--- config.mk ---
export PLATFORM = sky130hd
export DESIGN_NAME = eeprom_slave
export DESIGN_NICKNAME = d
export VERILOG_FILES = /design/src/hw/eeprom_slave_pkg.sv /design/src/hw/byte_fifo.sv /design/src/hw/eeprom_slave.sv
export VERILOG_INCLUDE_DIRS = /design/src /design/src/hw
export SDC_FILE = /design/constraint.sdc
export NUM_CORES = 1
export LEC_CHECK = 0
export BUFFER_PORTS_ARGS = -buffer_cell sky130_fd_sc_hd__buf_2
export CORE_MARGIN = 2
export CORE_UTILIZATION = 64
export DETAILED_ROUTE_END_ITERATION = 8
export MAX_ROUTING_LAYER = met4
export PLACE_DENSITY = 0.78
export SLEW_MARGIN = 20
export SYNTH_ARGS = -nofsm -noshare
export SYNTH_HDL_FRONTEND = slang
export SYNTH_SLANG_ARGS = --single-unit
--- constraint.sdc ---
create_clock -name i_sys_clk -period 10.9 [get_ports i_sys_clk]
set_clock_uncertainty 0.05 [all_clocks]
set_input_delay 0 -clock i_sys_clk [delete_from_list [all_inputs] [get_ports i_sys_clk]]
set_output_delay 0 -clock i_sys_clk [all_outputs]
set_load 0.005 [all_outputs]
--- src/hw/eeprom_slave_consts.svh ---
// Constants for the two-wire serial memory slave interface
`ifndef EEPROM_SLAVE_CONSTS_SVH
`define EEPROM_SLAVE_CONSTS_SVH

`define CLK_PERIOD_NS 10
`define PROG_CYCLE_STD_MS 10
`define PROG_CYCLE_LV_MS 15
`define PROG_CYCLES_STD ((`PROG_CYCLE_STD_MS * 1000000) / `CLK_PERIOD_NS)
`define PROG_CYCLES_LV ((`PROG_CYCLE_LV_MS * 1000000) / `CLK_PERIOD_NS)
`define DEV_TYPE_MSB 7
`define DEV_TYPE_LSB 4
`define SEL_MSB 3
`define SEL_LSB 1
`define DIR_BIT 0
`define DIR_READ 1'b1
`define FIFO_DEPTH 8
`define BYTE_BITS 8

`endif

--- src/hw/eeprom_slave_pkg.sv ---
// Types for the two-wire serial memory slave interface
package eeprom_slave_pkg;
    typedef enum logic [2:0] {
        ST_IDLE,
        ST_RX,
        ST_ACK,
        ST_TX,
        ST_TXACK,
        ST_IGNORE
    } slave_state_t;
    typedef enum logic [1:0] {
        BY_SLAVE,
        BY_ADDR,
        BY_DATA
    } byte_kind_t;
endpackage

--- src/hw/byte_fifo.sv ---
// Small synchronous FIFO with valid/ready on both sides
`timescale 1ns/1ps
module byte_fifo #(
    parameter int WIDTH = 8,
    parameter int DEPTH = 8
) (
    input wire logic i_sys_clk,          // System clock
    input wire logic i_rst,              // Sync reset, active high
    input wire logic i_in_valid,         // Write side valid
    output logic o_in_ready,             // Write side ready (not full)
    input wire logic [WIDTH-1:0] i_in_data, // Write data
    output logic o_out_valid,            // Read side valid (not empty)
    input wire logic i_out_ready,        // Read side ready
    output logic [WIDTH-1:0] o_out_data  // Read data, registered
);
    localparam int AW = $clog2(DEPTH);
    logic [WIDTH-1:0] mem_r [DEPTH];
    logic [AW-1:0] wr_ptr_r;
    logic [AW-1:0] rd_ptr_r;
    logic [AW:0] count_r;
    logic [WIDTH-1:0] out_data_r;
    logic out_valid_r;
    logic push;
    logic pop;
    logic load;

    // The output register counts toward the depth, so DEPTH words in all
    assign o_in_ready = (count_r + (AW+1)'(out_valid_r)) !=
                        (AW+1)'(DEPTH);
    assign push = i_in_valid && o_in_ready;
    // Output register holds the head; refill it when drained or empty
    assign load = (count_r != '0) && (!out_valid_r || i_out_ready);
    assign pop = load;
    assign o_out_valid = out_valid_r;
    assign o_out_data = out_data_r;

    always_ff @(posedge i_sys_clk) begin
        if (push) begin
            mem_r[wr_ptr_r] <= i_in_data;
        end
    end

    always_ff @(posedge i_sys_clk) begin
        if (i_rst) begin
            wr_ptr_r <= '0;
            rd_ptr_r <= '0;
            count_r <= '0;
        end else begin
            if (push) begin
                wr_ptr_r <= AW'(wr_ptr_r + 1'b1);
            end
            if (pop) begin
                rd_ptr_r <= AW'(rd_ptr_r + 1'b1);
            end
            count_r <= (AW+1)'(count_r + (push ? 1 : 0) - (pop ? 1 : 0));
        end
    end

    always_ff @(posedge i_sys_clk) begin
        if (i_rst) begin
            out_valid_r <= 1'b0;
            out_data_r <= '0;
        end else if (load) begin
            out_valid_r <= 1'b1;
            out_data_r <= mem_r[rd_ptr_r];
        end else if (i_out_ready) begin
            out_valid_r <= 1'b0;
        end
    end
endmodule

--- src/hw/eeprom_slave.sv ---
// Two-wire serial memory slave: framing, addressing, ack and busy period
`timescale 1ns/1ps
`include "eeprom_slave_consts.svh"

// What this block does
// [RULE1] Master opens each transaction with START before any byte.
// [RULE2] Addressed receiver acknowledges every received byte. The device leaves a data byte unacked when its write buffer is full.
// [RULE3] Missing acknowledge from the receiver ends the transfer.
// [RULE4] Device acks in writes; master acks bytes the device sends in reads.
// [RULE5] Master closes each transaction with STOP after the last byte.
// [RULE6] Slave address byte, then after ack the array address byte.
// [RULE7] Slave address: 4-bit type, 3-bit select, direction bit last.
// [RULE8] All three select bits must equal the strap pins to be selected.
// [RULE9] Program cycle starts at STOP ending a write; 10 or 15 ms.
// [RULE10] While programming, interface disabled and own address not acked.
// [RULE11] While programming the data line stays released.
// [RULE12] Direction bit 1 means read, 0 means write.
// [RULE13] Receiver drives data low on the 9th clock, then releases.
// [RULE14] Array address byte picks one of 256 bytes in the page block.
// [RULE15] Data changes only while clock low; changes while high are START/STOP.
// [RULE16] Mismatched address: no ack, line released, ignore until START.
module eeprom_slave
    import eeprom_slave_pkg::*;
#(
    parameter int PROG_CYCLES = `PROG_CYCLES_STD,
    parameter logic [3:0] DEVICE_TYPE = 4'h5 // Arbitrary value
) (
    input wire logic i_sys_clk,            // System clock, 100 MHz
    input wire logic i_rst,                // Sync reset, active high
    input wire logic i_scl,                // Serial clock pin
    input wire logic i_sda,                // Serial data pin, input side
    output logic o_sda,                    // Serial data pin, output value
    output logic o_sda_oe,                 // Serial data drive enable
    input wire logic i_select_strap_bit0,  // Select strap pin 0
    input wire logic i_select_strap_bit1,  // Select strap pin 1
    input wire logic i_select_strap_bit2,  // Select strap pin 2
    output logic o_wr_valid,               // Written byte available
    input wire logic i_wr_ready,           // Array accepts written byte
    output logic [7:0] o_wr_addr,          // Array address of written byte
    output logic [7:0] o_wr_data,          // Written byte
    output logic o_rd_req,                 // Pulse: read byte at o_rd_addr
    output logic [7:0] o_rd_addr,          // Array address for read
    input wire logic [7:0] i_rd_data,      // Read byte, sampled at the edge ending the o_rd_req pulse
    output logic o_busy                    // Program cycle in progress
);
    logic [1:0] scl_sync_r;
    logic [1:0] sda_sync_r;
    logic scl_d_r;
    logic sda_d_r;
    logic scl_rise;
    logic scl_fall;
    logic start_det;
    logic stop_det;
    slave_state_t state_r;
    byte_kind_t kind_r;
    logic [7:0] shift_r;
    logic [3:0] bit_cnt_r;
    logic [7:0] addr_r;
    logic read_r;
    logic wrote_r;
    logic ack_drive_r;
    logic tx_drive_r;
    logic rd_pending_r;
    logic [31:0] busy_cnt_r;
    logic fifo_in_valid;
    logic fifo_in_ready;
    logic [15:0] fifo_out;
    logic [2:0] strap;

    function automatic logic addr_match(input logic [7:0] b,
                                        input logic [2:0] s);
        addr_match = (b[`DEV_TYPE_MSB:`DEV_TYPE_LSB] == DEVICE_TYPE) &&
                     (b[`SEL_MSB:`SEL_LSB] == s); // see [RULE7] [RULE8]
    endfunction

    assign strap = {i_select_strap_bit2, i_select_strap_bit1,
                    i_select_strap_bit0};

    // Pins come from another domain; two stages before any use
    always_ff @(posedge i_sys_clk) begin
        if (i_rst) begin
            scl_sync_r <= 2'h3;
            sda_sync_r <= 2'h3;
            scl_d_r <= 1'b1;
            sda_d_r <= 1'b1;
        end else begin
            scl_sync_r <= {scl_sync_r[0], i_scl};
            sda_sync_r <= {sda_sync_r[0], i_sda};
            scl_d_r <= scl_sync_r[1];
            sda_d_r <= sda_sync_r[1];
        end
    end

    assign scl_rise = scl_sync_r[1] && !scl_d_r;
    assign scl_fall = !scl_sync_r[1] && scl_d_r;
    // Data edges while clock high are framing, never data
    assign start_det = scl_sync_r[1] && scl_d_r && sda_d_r &&
                       !sda_sync_r[1]; // see [RULE15] [RULE1]
    assign stop_det = scl_sync_r[1] && scl_d_r && !sda_d_r &&
                      sda_sync_r[1]; // see [RULE15] [RULE5]

    assign o_busy = (busy_cnt_r != '0);

    // Program timer; started by STOP closing a write with data
    always_ff @(posedge i_sys_clk) begin
        if (i_rst) begin
            busy_cnt_r <= '0;
        end else if (stop_det && wrote_r && !o_busy) begin
            busy_cnt_r <= 32'(PROG_CYCLES); // see [RULE9]
        end else if (o_busy) begin
            busy_cnt_r <= busy_cnt_r - 32'h1;
        end
    end

    // Protocol engine
    always_ff @(posedge i_sys_clk) begin
        if (i_rst) begin
            state_r <= ST_IDLE;
            kind_r <= BY_SLAVE;
            shift_r <= '0;
            bit_cnt_r <= '0;
            addr_r <= '0;
            read_r <= 1'b0;
            wrote_r <= 1'b0;
            ack_drive_r <= 1'b0;
            tx_drive_r <= 1'b0;
            rd_pending_r <= 1'b0;
        end else if (o_busy) begin
            // Interface disabled: line released, nothing decoded
            state_r <= ST_IDLE; // see [RULE10] [RULE11]
            ack_drive_r <= 1'b0;
            tx_drive_r <= 1'b0;
            wrote_r <= 1'b0;
            rd_pending_r <= 1'b0;
        end else if (start_det) begin
            state_r <= ST_RX; // see [RULE1]
            kind_r <= BY_SLAVE;
            bit_cnt_r <= '0;
            ack_drive_r <= 1'b0;
            tx_drive_r <= 1'b0;
            wrote_r <= 1'b0;
        end else if (stop_det) begin
            state_r <= ST_IDLE; // see [RULE5]
            ack_drive_r <= 1'b0;
            tx_drive_r <= 1'b0;
        end else begin
            rd_pending_r <= 1'b0;
            if (rd_pending_r) begin
                shift_r <= i_rd_data;
            end
            unique case (state_r)
                ST_IDLE, ST_IGNORE: begin
                    ack_drive_r <= 1'b0; // see [RULE16]
                end
                ST_RX: begin
                    if (scl_rise) begin
                        shift_r <= {shift_r[6:0], sda_sync_r[1]};
                        bit_cnt_r <= 4'(bit_cnt_r + 1'b1);
                    end else if (scl_fall && bit_cnt_r == 4'h8) begin
                        bit_cnt_r <= '0;
                        state_r <= ST_ACK;
                        unique case (kind_r)
                            BY_SLAVE: begin
                                if (addr_match(shift_r, strap)) begin
                                    ack_drive_r <= 1'b1; // see [RULE13]
                                    read_r <= shift_r[`DIR_BIT] ==
                                              `DIR_READ; // see [RULE12]
                                end else begin
                                    state_r <= ST_IGNORE; // see [RULE16]
                                end
                            end
                            BY_ADDR: begin
                                addr_r <= shift_r; // see [RULE6] [RULE14]
                                ack_drive_r <= 1'b1;
                            end
                            BY_DATA: begin
                                // Full buffer: withhold ack to end transfer
                                ack_drive_r <= fifo_in_ready; // see [RULE2]
                                if (fifo_in_ready) begin
                                    addr_r <= addr_r + 8'h1;
                                    wrote_r <= 1'b1;
                                end
                            end
                        endcase
                    end
                end
                ST_ACK: begin
                    if (scl_fall) begin
                        ack_drive_r <= 1'b0; // see [RULE13]
                        if (!ack_drive_r) begin
                            state_r <= ST_IGNORE; // see [RULE3]
                        end else if (kind_r == BY_SLAVE && read_r) begin
                            state_r <= ST_TX; // see [RULE4]
                            rd_pending_r <= 1'b1;
                            tx_drive_r <= 1'b1;
                        end else begin
                            state_r <= ST_RX;
                            kind_r <= (kind_r == BY_SLAVE) ? BY_ADDR :
                                      BY_DATA;
                        end
                    end
                end
                ST_TX: begin
                    if (scl_fall) begin
                        if (bit_cnt_r == 4'h7) begin
                            bit_cnt_r <= '0;
                            tx_drive_r <= 1'b0; // see [RULE13]
                            state_r <= ST_TXACK;
                            addr_r <= addr_r + 8'h1;
                        end else begin
                            shift_r <= {shift_r[6:0], 1'b0};
                            bit_cnt_r <= 4'(bit_cnt_r + 1'b1);
                        end
                    end
                end
                ST_TXACK: begin
                    if (scl_rise) begin
                        if (sda_sync_r[1]) begin
                            state_r <= ST_IGNORE; // see [RULE3] [RULE4]
                        end else begin
                            bit_cnt_r <= 4'hf;
                        end
                    end else if (scl_fall && bit_cnt_r == 4'hf) begin
                        bit_cnt_r <= '0;
                        state_r <= ST_TX;
                        rd_pending_r <= 1'b1;
                        tx_drive_r <= 1'b1;
                    end
                end
                default: state_r <= ST_IDLE;
            endcase
        end
    end

    // Open drain: only ever pull low
    assign o_sda = 1'b0;
    // Mask the stale top bit for the one cycle before read data lands
    assign o_sda_oe = !o_busy && (ack_drive_r ||
                      (tx_drive_r && !rd_pending_r &&
                       !shift_r[7])); // see [RULE11] [RULE15]

    assign o_rd_req = rd_pending_r;
    assign o_rd_addr = addr_r;
    assign fifo_in_valid = state_r == ST_RX && kind_r == BY_DATA &&
                           scl_fall && bit_cnt_r == 4'h8 &&
                           !start_det && !stop_det && !o_busy;

    byte_fifo #(
        .WIDTH(16),
        .DEPTH(`FIFO_DEPTH)
    ) u_wr_fifo (
        .i_sys_clk(i_sys_clk),
        .i_rst(i_rst),
        .i_in_valid(fifo_in_valid),
        .o_in_ready(fifo_in_ready),
        .i_in_data({addr_r, shift_r}),
        .o_out_valid(o_wr_valid),
        .i_out_ready(i_wr_ready),
        .o_out_data(fifo_out)
    );

    assign o_wr_addr = fifo_out[15:8];
    assign o_wr_data = fifo_out[7:0];
endmodule

==> results.md <==
* H-tree depth at 1
* Total Wirelength at 22900 um
* DRC violations left at 0
* Avg Synthesized Cell Area at 12.2 um^2
* CTS tree: yes
* Combined area of the multi-input logic cells at 0.00407 mm^2
* Vias at 7097
* Register area at approximately 0.0057 mm^2
* Sw Pwr at roughly 1.1 mW
* EDFF count, synth at 128
* Switching Share at 36.6%
* Worst Setup End Kind: flip-flop
* Crit Path Class: flip-flop to flip-flop
* Synth area leader: edfxtp_1
* Setup TNS at 0 ns
* Commonest cells after routing, fill and taps aside: edfxtp_1 (128), dfxtp_1 (93), nor2_1 (64), a21oi_1 (44), buf_2 (43)
* Fmax at 281 MHz
* Crit path cell chain: nor4_1 -> nand4b_1 -> nor4_4 -> nand3_1 -> nor2_1 -> buf_4
* Vias in the first global route at 6972
* Clk slew on worst S/H paths at 0.06 ns
* VDD IR max at 0.000320 V
* CP max stage delay at 0.83 ns
* First-pass GRT wire length at between 30000 and 40000 um
* Post-CTS Setup Bufs at 0
* Cell count after placement at 1037
* DP HPWL at approximately 14000 um
* Simple-Gate Fraction of Synth Area at between 10% and 20%
* Yosys warning count at 0
* Slew Viols, Final at 0
* Std-Cell Rows at 45
* CTS root buffer: clkbuf_16
* Drt initial violations at 600
* Top post-synthesis cells by area: edfxtp_1 (38%), dfxtp_1 (19%), mux4_2 (7.1%)
* Power per cell area at between 200 and 300 mW/mm^2
* Post-synthesis compound-gate area fraction at between 10% and 20%
* Leakage Power at between 3 and 4 nW
* Max Cap Viol at 0
* Met1 usage at 35.1%
* Die W at 130 um
* Mux contribution to synthesized area at 10.8%
* Layout Utilization at 74.5%
* Fin crit share at between 30% and 40%
* Layout area overhead at 13.2%
* Share of the synthesized area in the top cell type at 38.1%
* RePlAce Congestion at 0.911
* Layout Cells excl Fill at 1092
* DP Area at 0.0105 mm^2
* Top FF cell, synth: edfxtp_1
* Distinct cells, synth at just over 70
* Clock buffer depth at 3
* Clock latency at the later pin of the worst-skew pair at between 0.5 and 0.6 ns
* Share of cells above drive strength 1 at 18.2%
* Sequential Power Share at 35.7%
* Grt total ovfl at 0
* Cell-internal power at 1.91 mW
* Min-Delay Path Class: input pin to flip-flop
* GR Util met2 at between 40% and 50%
* Slew @ Worst Pin at approximately 1.1 ns
* Area share of fa/ha/maj cells after synthesis at 1.94%
* Initial antenna violation count at 0
* Fillcell total at slightly below 1k
* Grt peak-use layer: met2
* Post-synthesis xor/xnor area fraction at 2.00%
* Syn nets at 857
* Logic pwr share at between 30% and 40%
* Final #Nets at 895
* Most common cell after layout, fill and taps aside: edfxtp_1
* CTS hold repair buffers at 12
* Post-CTS sizing at 0
* Die area at 0.0168 mm^2
* CP max-delay cell: nor4_4
* Clk pwr share at 27.8%
* Final Cell Area at around 0.011 mm^2
* Gr usage total at 29.1%
* Number of synthesized register bits at 223
* Worst Path Arrival at approximately 3.7 ns
* Required @ worst endpoint at 11.04 ns
* # diodes at 0
* Hold slack at around 0.15 ns
* RSZ-0062 raised after global routing: false
* Die height at 130 um
* Met3 global-route usage at roughly 4.2%
* Sequential fraction of the synthesis area at 57.0%
* CTS Buf Count at 23
* Mapped cell area at 0.0101 mm^2
* Drt wl/cell at ~21 um
* Starting Density at 65.8%
* TritonRoute pass-1 iters at 5
* Final setup fails at 0
* Largest net degree at the start of global routing at 54
* CP max FO at 16
* Hold Vio Cnt, Final at 0
* Outcome: finished, final reports clean
* Minimum clock period at ~3.6 ns
* Relative slew slack at a little over a quarter
* Total core area at 0.0153 mm^2
* Ys async rst share at 0%
* ANT nets after route at 0
* Post-Synthesis Cells at approximately 830
* Post-DR vias/cell at 6.50
* Largest family of logic cells by synthesized area: simple AND/OR/NAND/NOR gates
* # IOs at 45
* IO Port Bufs at between 40 and 50
* Startpoint types: flip-flop
* Number of clock sinks at between 200 and 250
[critical path: cells and delay by family (launching register included)]
family	cells	cell delay (ns)
simple gates	5	2.54
flops	1	0.36
buf+inv	1	0.27
[flip-flops by register name, summed over array words and instances, names as in the netlist, 2 cells and up]
signal                cells
u_wr_fifo.mem_r         128
busy_cnt_r               32
u_wr_fifo.o_out_data     16
o_rd_addr                 8
shift_r                   8
bit_cnt_r                 4
u_wr_fifo.count_r         4
state_r                   3
u_wr_fifo.rd_ptr_r        3
u_wr_fifo.wr_ptr_r        3
kind_r                    2
scl_sync_r                2
sda_sync_r                2
[logic make-up after synthesis]
| kind of cell | count (synthesis) |
|---|---|
| AO/OA/AOI/OAI | 158 |
| XOR/XNOR | 23 |
| adder cells (fa/ha/maj) | 15 |
| buffers and inverters | 75 |
| flip-flops | 223 |
| multiplexers | 67 |
| other | 1 |
| AND/OR/NAND/NOR | 264 |
[area by class of cell]
cell class                      instances  share of cell area (%)
Clock buffer                           31                    5.66
Tap cell                              211                    2.31
Timing Repair Buffer                   68                    3.79
Clock inverter                         11                    1.56
Sequential cell                       223                    50.4
Inverter                               20                   0.658
Multi-Input combinational cell        528                    35.7
[power by group through the flow]
stage | clock (mW) | sequential (mW) | combinational, mW
final | 0.836 | 1.07 | 1.10
after global routing | 0.883 | 1.08 | 1.21
after CTS | 0.849 | 1.07 | 1.08
after detailed placement | 0 | 1.09 | 1.06
after global placement | 0 | 1.07 | 1.02
after floorplan | 0 | 1.06 | 0.849
[metrics by stage]
| stage | worst slack [ns] | total power [mW] |
|---|---|---|
| detailed placement | 7.04 | 2.15 |
| global placement | 7.14 | 2.10 |
| CTS | 7.03 | 3.00 |
| global route | 7.00 | 3.17 |
| finish | 7.34 | 3.00 |
| floorplan | 7.11 | 1.91 |
[Yosys cell counts, types with 9 or more instances]
library cell	n
nor3_1	27
edfxtp_1	128
inv_1	19
dfxtp_1	95
nor4_1	19
o21ai_0	10
nor2_1	64
nand2b_1	15
or4_1	12
xnor2_1	14
nand3_1	15
nor2b_1	10
o211ai_1	11
clkbuf_1	37
mux2i_1	29
ha_1	14
a211oi_1	26
a21oi_1	45
buf_1	9
xor2_1	9
or3_1	14
or2_2	12
mux4_2	32
nand2_1	37
[routing by layer]
| metal | vias to the layer above | share of wire, % |
|---|---|---|
| met1 | 3496 | 40 |
| met2 | 279 | 52 |
| met5 | - | 0 |
| li1 | 3250 | - |
| met4 | 0 | 3.8 |
| met3 | 72 | 5.0 |
[worst paths after layout]
kind,endpoint,slack [ns],cells after the start,start
setup / recovery,u_wr_fifo.mem_r[3][5]$_DFFE_PP_,7.34,6,busy_cnt_r[8]$_SDFFE_PP0N_
hold / removal,sda_sync_r[0]$_SDFF_PP1_,0.15,3,i_sda
setup reg to reg,u_wr_fifo.mem_r[3][5]$_DFFE_PP_,7.34,6,busy_cnt_r[8]$_SDFFE_PP0N_
hold reg to reg,sda_sync_r[1]$_SDFF_PP1_,0.36,1,sda_sync_r[0]$_SDFF_PP1_
No activity file was read; power rests on OpenSTA's default activity.
